<file path="src/logic/ctpm_pkg.sv">
/*
 package for the ccd timing power mode control pair: register map of the
 device end, host command registers, field positions, reset values, timing.
 assumes one 100 MHz clock shared by both ends.
*/
package ctpm_pkg;
    // device register map, reached over the write link
    localparam logic [11:0] POWER_STATE_CONTROL_ADDR = 12'h000;
    localparam logic [11:0] DATA_FORMAT_ADDR = 12'h001;
    localparam logic [11:0] OUTPUT_CONTROL_ADDR = 12'h011;
    localparam logic [11:0] TIMING_CORE_RESTART_ADDR = 12'h014;
    localparam int LINK_ADDR_W = 12;
    localparam int LINK_DATA_W = 28;
    // power_state_control fields, and the data format gray bit
    localparam int POWER_MODE_LSB = 0;
    localparam int REF_BUF_OFF_BIT = 2;
    localparam logic [1:0] MODE_NORMAL = 2'h0;
    localparam logic [1:0] MODE_REF_STANDBY = 2'h1;
    localparam logic [2:0] POWER_STATE_RESET = 3'h7;
    localparam int GRAY_BIT = 2;
    // host command registers
    localparam logic [3:0] HOST_LINK_ADDR_OFS = 4'h0;
    localparam logic [3:0] HOST_LINK_DATA_OFS = 4'h4;
    localparam logic [3:0] HOST_CTRL_OFS = 4'h8;
    localparam logic [3:0] HOST_STATUS_OFS = 4'hc;
    localparam int CTRL_SYNC_EN_BIT = 0;
    localparam int CTRL_RESTART_BIT = 1;
    // clock output lanes: one, two, three, four, last, reset gate
    localparam int CCD_CLK_N = 6;
    localparam logic [5:0] CCD_CLK_PARKED = 6'h0a;
    localparam logic [5:0] CCD_CLK_FLOAT_OE_N = 6'h3f;
    // timing
    localparam int CLK_MHZ = 100;
    localparam int LINE_CLR_CYC = 12;
    localparam int SETTLE_US = 100;
    localparam int SETTLE_CYC = SETTLE_US * CLK_MHZ;
    localparam int PIX_W = 14;
    localparam int HCNT_W = 12;
    localparam int LINE_LEN = 64;
    localparam int FRAME_LINES = 8;
    localparam int SYNC_W = 4;
endpackage

</file>
<file path="src/logic/ctpm_link_if.sv">
/*
 link between the camera host controller and the ccd timing device:
 register writes, frame and line syncs (active low), ccd clock pins and
 pixel data. assumes both ends run on the same clock; the bench resolves
 the clock pins from their active-low enables.
*/
`timescale 1ns/1ps
interface ctpm_link_if;
    import ctpm_pkg::*;
    logic wr_en;
    logic [LINK_ADDR_W-1:0] wr_addr;
    logic [LINK_DATA_W-1:0] wr_data;
    logic frame_sync_n;
    logic line_sync_n;
    logic [CCD_CLK_N-1:0] ccd_clk;
    logic [CCD_CLK_N-1:0] ccd_clk_oe_n;
    logic [PIX_W-1:0] pix_data;
    modport dev (
        input wr_en, wr_addr, wr_data, frame_sync_n, line_sync_n,
        output ccd_clk, ccd_clk_oe_n, pix_data
    );
    modport host (
        output wr_en, wr_addr, wr_data, frame_sync_n, line_sync_n,
        input pix_data
    );
endinterface

</file>
<file path="src/logic/ctpm_device.sv">
/*
 device end: power state decode, clock and data output levels, timing core
 restart, horizontal counter clear and gray coding of pixel data.
 assumes the host drives writes and syncs on the same clock edge domain.
*/
// Notes on behaviour
// - line sync falls with or after frame sync
// - syncs idle during start-up register writes
// - clear horizontal counter twelve cycles after line fall
// - mode bits: normal, reference standby, total shutdown
// - standby beats output enable; shutdown beats both
// - shutdown: front end, core off; clocks float
// - standby: fixed clock levels, data low
// - leave shutdown, wait 100 us, restart core
// - reference buffer disable bit, disabled after reset
// - after clock change write restart 0 then 1
// - format bit selects gray coded pixel data
// - writing restart 1 starts the timing core
// - output enable applied at next sync fall
`timescale 1ns/1ps
module ctpm_device
    import ctpm_pkg::*;
#(
    parameter int DATA_W = PIX_W,
    parameter int CNT_W = HCNT_W
) (
    input wire logic core_clk_i,
    input wire logic resetn_i,
    ctpm_link_if.dev link,
    input wire logic [DATA_W-1:0] pix_bin_i,
    output logic analog_front_end_on_o,
    output logic reference_on_o,
    output logic ref_buf_on_o,
    output logic timing_core_run_o,
    output logic clocks_enabled_o,
    output logic [CNT_W-1:0] pixel_count_o
);
    typedef struct packed {
        logic [2:0] power;
        logic gray;
        logic out_req;
        logic out_act;
        logic core_rst;
        logic frame_prev;
        logic line_prev;
        logic [3:0] clr_dly;
        logic [CNT_W-1:0] hcnt;
        logic [CCD_CLK_N-1:0] clk;
        logic [CCD_CLK_N-1:0] clk_oe_n;
        logic [DATA_W-1:0] pix;
        logic afe_on;
        logic ref_on;
        logic buf_on;
        logic core_run;
    } ctpm_dev_state_t;

    ctpm_dev_state_t st_r;
    ctpm_dev_state_t st_nxt;

    function automatic logic [DATA_W-1:0] to_gray(input logic [DATA_W-1:0] b);
        to_gray = b ^ (b >> 1);
    endfunction

    function automatic logic is_shutdown(input logic [2:0] p);
        is_shutdown = p[POWER_MODE_LSB+1];
    endfunction

    logic frame_fall;
    logic line_fall;
    logic [1:0] mode;
    logic phase;

    always_comb begin
        st_nxt = st_r;
        frame_fall = st_r.frame_prev && !link.frame_sync_n;
        line_fall = st_r.line_prev && !link.line_sync_n;
        st_nxt.frame_prev = link.frame_sync_n;
        st_nxt.line_prev = link.line_sync_n;

        if (link.wr_en) begin
            if (link.wr_addr == POWER_STATE_CONTROL_ADDR) begin
                st_nxt.power = link.wr_data[2:0];
            end else if (link.wr_addr == DATA_FORMAT_ADDR) begin
                st_nxt.gray = link.wr_data[GRAY_BIT];
            end else if (link.wr_addr == OUTPUT_CONTROL_ADDR) begin
                st_nxt.out_req = link.wr_data[0];
            end else if (link.wr_addr == TIMING_CORE_RESTART_ADDR) begin
                st_nxt.core_rst = link.wr_data[0];
            end
        end
        // a core left running across shutdown would miss the settle wait
        if (is_shutdown(st_nxt.power)) begin
            st_nxt.core_rst = 1'b0;
        end

        // enable change waits for a sync edge so the field is not torn
        if (frame_fall || line_fall) begin
            st_nxt.out_act = st_r.out_req;
        end

        mode = st_r.power[POWER_MODE_LSB+1:POWER_MODE_LSB];
        st_nxt.afe_on = (mode == MODE_NORMAL);
        st_nxt.ref_on = !is_shutdown(st_r.power);
        st_nxt.buf_on = !st_r.power[REF_BUF_OFF_BIT] && !is_shutdown(st_r.power);
        st_nxt.core_run = st_r.core_rst && !is_shutdown(st_r.power);

        // horizontal counter: clear is delayed from the line fall
        if (line_fall) begin
            st_nxt.clr_dly = 4'(LINE_CLR_CYC - 1);
        end else if (st_r.clr_dly != 4'h0) begin
            st_nxt.clr_dly = st_r.clr_dly - 4'h1;
        end
        if (!st_r.core_run) begin
            st_nxt.hcnt = '0;
        end else if (st_r.clr_dly == 4'h1) begin
            st_nxt.hcnt = '0;
        end else begin
            st_nxt.hcnt = st_r.hcnt + 1'b1;
        end

        phase = st_r.hcnt[0];
        if (is_shutdown(st_r.power)) begin
            st_nxt.clk = '0;
            st_nxt.clk_oe_n = CCD_CLK_FLOAT_OE_N;
            st_nxt.pix = '0;
        end else if (!st_r.out_act || mode == MODE_REF_STANDBY || !st_r.core_run) begin
            st_nxt.clk = CCD_CLK_PARKED;
            st_nxt.clk_oe_n = '0;
            st_nxt.pix = '0;
        end else begin
            st_nxt.clk = {st_r.hcnt[1:0] == 2'h0, phase, !phase, phase, !phase, phase};
            st_nxt.clk_oe_n = '0;
            st_nxt.pix = st_r.gray ? to_gray(pix_bin_i) : pix_bin_i;
        end
    end

    always_ff @(posedge core_clk_i) begin
        if (!resetn_i) begin
            st_r.power <= POWER_STATE_RESET;
            st_r.gray <= 1'b0;
            st_r.out_req <= 1'b0;
            st_r.out_act <= 1'b0;
            st_r.core_rst <= 1'b0;
            st_r.frame_prev <= 1'b1;
            st_r.line_prev <= 1'b1;
            st_r.clr_dly <= 4'h0;
            st_r.hcnt <= '0;
            st_r.clk <= '0;
            st_r.clk_oe_n <= CCD_CLK_FLOAT_OE_N;
            st_r.pix <= '0;
            st_r.afe_on <= 1'b0;
            st_r.ref_on <= 1'b0;
            st_r.buf_on <= 1'b0;
            st_r.core_run <= 1'b0;
        end else begin
            st_r <= st_nxt;
        end
    end

    assign link.ccd_clk = st_r.clk;
    assign link.ccd_clk_oe_n = st_r.clk_oe_n;
    assign link.pix_data = PIX_W'(st_r.pix);
    assign analog_front_end_on_o = st_r.afe_on;
    assign reference_on_o = st_r.ref_on;
    assign ref_buf_on_o = st_r.buf_on;
    assign timing_core_run_o = st_r.core_run;
    assign clocks_enabled_o = st_r.out_act;
    assign pixel_count_o = st_r.hcnt;
endmodule

</file>
<file path="src/flat_wrapper.sv">
// flat-port wrapper written by rule: the top's interface ports become plain ports
module ctpm_device_flat import ctpm_pkg::*;
#(
    parameter int DATA_W = PIX_W,
    parameter int CNT_W = HCNT_W
)
  (core_clk_i, resetn_i, pix_bin_i, analog_front_end_on_o, reference_on_o, ref_buf_on_o, timing_core_run_o, clocks_enabled_o, pixel_count_o, link_wr_en, link_wr_addr, link_wr_data, link_frame_sync_n, link_line_sync_n, link_ccd_clk, link_ccd_clk_oe_n, link_pix_data);
  ctpm_link_if link_i ();
  input wire logic core_clk_i;
  input wire logic resetn_i;
  input wire logic [DATA_W-1:0] pix_bin_i;
  output logic analog_front_end_on_o;
  output logic reference_on_o;
  output logic ref_buf_on_o;
  output logic timing_core_run_o;
  output logic clocks_enabled_o;
  output logic [CNT_W-1:0] pixel_count_o;
  input wire logic [$bits(link_i.wr_en)-1:0] link_wr_en;
  input wire logic [$bits(link_i.wr_addr)-1:0] link_wr_addr;
  input wire logic [$bits(link_i.wr_data)-1:0] link_wr_data;
  input wire logic [$bits(link_i.frame_sync_n)-1:0] link_frame_sync_n;
  input wire logic [$bits(link_i.line_sync_n)-1:0] link_line_sync_n;
  output wire logic [$bits(link_i.ccd_clk)-1:0] link_ccd_clk;
  output wire logic [$bits(link_i.ccd_clk_oe_n)-1:0] link_ccd_clk_oe_n;
  output wire logic [$bits(link_i.pix_data)-1:0] link_pix_data;
  assign link_i.wr_en = link_wr_en;
  assign link_i.wr_addr = link_wr_addr;
  assign link_i.wr_data = link_wr_data;
  assign link_i.frame_sync_n = link_frame_sync_n;
  assign link_i.line_sync_n = link_line_sync_n;
  assign link_ccd_clk = link_i.ccd_clk;
  assign link_ccd_clk_oe_n = link_i.ccd_clk_oe_n;
  assign link_pix_data = link_i.pix_data;
  ctpm_device #(.DATA_W(DATA_W), .CNT_W(CNT_W)) u_core (.core_clk_i(core_clk_i), .resetn_i(resetn_i), .link(link_i), .pix_bin_i(pix_bin_i), .analog_front_end_on_o(analog_front_end_on_o), .reference_on_o(reference_on_o), .ref_buf_on_o(ref_buf_on_o), .timing_core_run_o(timing_core_run_o), .clocks_enabled_o(clocks_enabled_o), .pixel_count_o(pixel_count_o));
endmodule
</file>
<file path="config.mk">
export PLATFORM = sky130hd
export DESIGN_NAME = ctpm_device_flat
export DESIGN_NICKNAME = d
export VERILOG_FILES = /design/src/logic/ctpm_pkg.sv /design/src/logic/ctpm_link_if.sv /design/src/logic/ctpm_device.sv /design/src/flat_wrapper.sv
export SDC_FILE = /design/constraint.sdc
export NUM_CORES = 1
export LEC_CHECK = 0
export BUFFER_PORTS_ARGS = -buffer_cell sky130_fd_sc_hd__buf_4
export CORE_MARGIN = 5
export CORE_UTILIZATION = 45
export CTS_BUF_LIST = sky130_fd_sc_hd__clkbuf_8 sky130_fd_sc_hd__clkbuf_16
export CTS_CLUSTER_SIZE = 20
export DETAILED_ROUTE_END_ITERATION = 16
export PLACE_DENSITY = 0.87
export SYNTH_ARGS = -nofsm -noshare
export SYNTH_HDL_FRONTEND = slang
export SYNTH_SLANG_ARGS = --single-unit
</file>
<file path="constraint.sdc">
create_clock -name core_clk_i -period 2.8 [get_ports core_clk_i]
set_input_delay 0.56 -clock core_clk_i [delete_from_list [all_inputs] [get_ports core_clk_i]]
set_output_delay 0.56 -clock core_clk_i [all_outputs]
set_load 0.01 [all_outputs]
</file>
==> results_tabular.tex <==
\begin{tabular}{lr}
\hline
Metric & Value \\
\hline
\multicolumn{2}{l}{\textbf{Status}} \\
Run status & completed \\
\multicolumn{2}{l}{\textbf{Timing}} \\
Final hold violations & 0 \\
Setup repair after global routing missed its margin & no \\
Period Utilization, post-route & 0.546 \\
Relative slew slack & 0.665 \\
Worst-margin pin slew & 501 ps \\
Highest achievable clock rate & 655 MHz \\
Count of endpoints failing setup in the final report & 0 \\
Final Worst Setup Slack & 1270 ps \\
Setup TNS after final layout & 0 ps \\
Final count of pins violating max slew & 0 \\
Crit path time final & 1530 ps \\
Clock Skews & 7.84 ps \\
\multicolumn{2}{l}{\textbf{Floorplan}} \\
Horizontal extent of the die & 78.1 um \\
FP Rows & 24 \\
Die Y-Extent & 78.1 um \\
Number of primary I/O pins & 102 \\
Standard cell core area & 4410 sq um \\
Starting density of the core & 0.473 \\
Die area & 6100 sq um \\
\multicolumn{2}{l}{\textbf{Critical path}} \\
Critical Path RT & 2980 ps \\
Highest fanout seen on the critical path & 7 \\
Beginning of the worst register-to-register path & u\_core.pixel\_count\_o[0] \\
Data arrival time of the critical path & 1700 ps \\
Element type at the critical path end & flop \\
Nature of the critical path startpoint & flop \\
Critical path class & reg2reg \\
Launching element of the worst setup path & u\_core.pixel\_count\_o[0] \\
\multicolumn{2}{l}{\textbf{Placement}} \\
Worst setup slack after placement & 1010 ps \\
GPL Wtd Cong & 0.773 \\
Instance area at placement & 2420 sq um \\
Port buffer count & 76 \\
DPL Wire Length & 3.15 mm \\
\multicolumn{2}{l}{\textbf{Logic synthesis}} \\
Syn. warnings & 0 \\
Cells taking the most area after synthesis & sky130\_fd\_sc\_hd\_\_dfxtp\_1 45\%, sky130\_fd\_sc\_hd\_\_buf\_4 14\%, sky130\_fd\_sc\_hd\_\_nor2\_1 6.3\% \\
Share of the yosys chip area belonging to registers & 0.451 \\
Synth cell types & 35 \\
Syn\_area\_per\_cell & 9.11 sq um \\
Syn\_nets & 290 \\
Cell taking the most area after synthesis & sky130\_fd\_sc\_hd\_\_dfxtp\_1 \\
Number of register bits inferred by synthesis & 47 \\
Yosys top cell area share & 0.451 \\
Instance count of the mapped netlist & 229 \\
Cell area after technology mapping & 2090 sq um \\
\multicolumn{2}{l}{\textbf{Global routing}} \\
Via count of the first global-routing pass & 1476 \\
Number of antenna violations at the first check in global routing & 0 \\
Gr ovfl total & 0 \\
Global-route wire length before repair & 6.63 mm \\
Maximum number of pins on one net before global-route repair & 16 \\
Overall Global Routing Usage & 0.132 \\
\multicolumn{2}{l}{\textbf{Final layout}} \\
Share of layout cells above drive strength 1 & 0.335 \\
Final non-filler cell area & 2510 sq um \\
Number of nets in the layout & 332 \\
Antenna Cells & 0 \\
Synth-to-Final Area Change & 20.3\% \\
\multicolumn{2}{l}{\textbf{Min path}} \\
Hold Startpoint & u\_core.st\_r[54] \\
Worst hold path class & reg2reg \\
\multicolumn{2}{l}{\textbf{Routing}} \\
Post-Route WL & 3.99 mm \\
Via total after detailed routing & 1553 \\
Number of antenna-violating nets in the routed design & 0 \\
Remaining DRCs & 0 \\
Detail-routed net length per standard cell & 12.3 um \\
First-iteration detailed-routing DRC count & 66 \\
Via-per-instance ratio & 4.79 \\
First-pass DRT Iterations & 4 \\
\multicolumn{2}{l}{\textbf{Power and ir drop}} \\
VDD IR-drop max & 0.320 mV \\
Share of power burned in registers & 0.592 \\
Leakage power & 0.00108 uW \\
Power per unit of standard cell area & 457 nW/um\^{}2 \\
Power after layout & 1150 uW \\
Sw frac & 0.222 \\
Portion of total power attributed to the clock network & 0.344 \\
Share of total power in combinational logic & 0.064 \\
Cell internal power dissipation & 893 uW \\
Switching Power & 255 uW \\
\multicolumn{2}{l}{\textbf{Clock tree}} \\
Reg clk slew, reported paths & 90 ps \\
CTS Buf Count & 5 \\
TritonCTS clock tree & done \\
Insertion delay of the later-clocked pin in the worst-skew pair & 290 ps \\
Hold Buf Count CTS & 0 \\
Resized cells post-CTS & 0 \\
Longest Clk Path Bufs & 2 \\
Post-CTS setup buffers & 0 \\
Clock tree sinks & 47 \\
H-tree depth & 2 \\
Library cell used as clock root buffer & sky130\_fd\_sc\_hd\_\_clkbuf\_8 \\
\multicolumn{2}{l}{\textbf{Job}} \\
Max-cap violations & 0 \\
\hline
\end{tabular}
power by group through the flow:
stage                     clock network, uW  logic (uW)  registers [uW]
after floorplan                           0        25.0             694
after global placement                    0        71.0             694
after detailed placement                  0        73.5             695
after CTS                               408        73.7             679
after global routing                    442        81.7             680
final                                   395        73.2             679
cells by family (layout without fill, tap and decap cells):
logic type | after synthesis | in the layout | share of synthesized area
AND/OR/NAND/NOR | 91 | 91 | 0.224
buffers and inverters | 49 | 92 | 0.158
flip-flops | 47 | 47 | 0.451
XOR/XNOR | 22 | 22 | 0.0924
AO/OA/AOI/OAI | 11 | 11 | 0.0294
multiplexers | 7 | 7 | 0.0336
adder cells (fa/ha/maj) | 2 | 2 | 0.0120
layout make-up:
type                            count  area [sq um]
Fill cell                         402          1900
Clock buffer                        5          68.8
Sequential cell                    47           941
Tap cell                           52          65.1
Timing Repair Buffer               76           571
Multi-Input combinational cell    133           816
Clock inverter                      3          18.8
Inverter                            8          30.0
metal layers:
layer,track usage,part of all wire,up-vias
met3,0.0389,0.064,2
met1,0.146,0.41,718
li1,-,-,791
met2,0.243,0.52,42
met5,0,0,-
met4,0.0405,0.0090,0
cells in the final DEF, fill, tap and decap left out:
cell                        n
sky130_fd_sc_hd__buf_4     76
sky130_fd_sc_hd__dfxtp_1   47
sky130_fd_sc_hd__nor2_1    35
sky130_fd_sc_hd__nand2_1   23
sky130_fd_sc_hd__xor2_1    15
sky130_fd_sc_hd__inv_1      8
sky130_fd_sc_hd__xnor2_1    7
sky130_fd_sc_hd__mux2i_1    7
sky130_fd_sc_hd__nand4_1    5
sky130_fd_sc_hd__clkbuf_8   5
sky130_fd_sc_hd__a21oi_1    4
sky130_fd_sc_hd__nor4_1     4
sky130_fd_sc_hd__o21ai_0    4
sky130_fd_sc_hd__nand3_1    3
sky130_fd_sc_hd__nand2b_1   3
sky130_fd_sc_hd__nor3_1     2
sky130_fd_sc_hd__and3_1     2
sky130_fd_sc_hd__nor4b_1    2
sky130_fd_sc_hd__ha_1       2
sky130_fd_sc_hd__clkinv_2   2
sky130_fd_sc_hd__nor2_4     1
sky130_fd_sc_hd__and3b_1    1
sky130_fd_sc_hd__nand3_4    1
sky130_fd_sc_hd__or4_4      1
sky130_fd_sc_hd__nor2_2     1
sky130_fd_sc_hd__or3_2      1
sky130_fd_sc_hd__and3_2     1
sky130_fd_sc_hd__a31oi_1    1
sky130_fd_sc_hd__o21a_1     1
sky130_fd_sc_hd__and2_1     1
sky130_fd_sc_hd__nor4_4     1
sky130_fd_sc_hd__nor3b_1    1
sky130_fd_sc_hd__nand3b_1   1
sky130_fd_sc_hd__o31ai_1    1
sky130_fd_sc_hd__nor2b_1    1
sky130_fd_sc_hd__inv_6      1
worst max-delay path: stages, from the launching register on:
cell and delay [ps]:
sky130_fd_sc_hd__dfxtp_1 440, sky130_fd_sc_hd__ha_1 230, sky130_fd_sc_hd__nand2_1 110, sky130_fd_sc_hd__or4_4 420, sky130_fd_sc_hd__xor2_1 170, sky130_fd_sc_hd__nor2_2 40
path summary, 6_finish.rpt:
path / end / slack [ps] / cells past startpoint
worst max-delay path: u_core.pixel_count_o[8] / 1270 / 5
worst min-delay path: u_core.ref_buf_on_o / 420 / 1
worst max register to register: u_core.pixel_count_o[8] / 1270 / 5
worst min register to register: u_core.ref_buf_on_o / 420 / 1
per-stage QoR:
| step | instances | util | hold slack (ps) |
|---|---|---|---|
| global placement | 316 | 0.549 | 406 |
| global route | 324 | 0.569 | 462 |
| detailed placement | 316 | 0.549 | 408 |
| finish | 324 | 0.569 | 420 |
| floorplan | 229 | - | 392 |
| CTS | 324 | 0.569 | 422 |
cell usage after synthesis (all sizes together):
cell and n:
a21oi 4, xnor2 7, mux2i 7, nor4b 2, nand2b 3, clkbuf 1, nand4 5, o21ai 4
nor2 37, inv 8, nor3b 1, and3b 1, a31oi 1, dfxtp 47, and2 1, buf 40
nand2 23, nor4 5, o31ai 1, xor2 15, and3 3, or4 1, nand3 4, nor3 2
nand3b 1, o21a 1, nor2b 1, ha 2, or3 1
registers in the layout (all words and copies together) (netlist names), 2 cells and up:
register	flops
u_core.link.pix_data	14
u_core.link.ccd_clk	3
u_core.mode	2
u_core.st_r	10
u_core.pixel_count_o	12
Power figures use the tool's default switching activity.
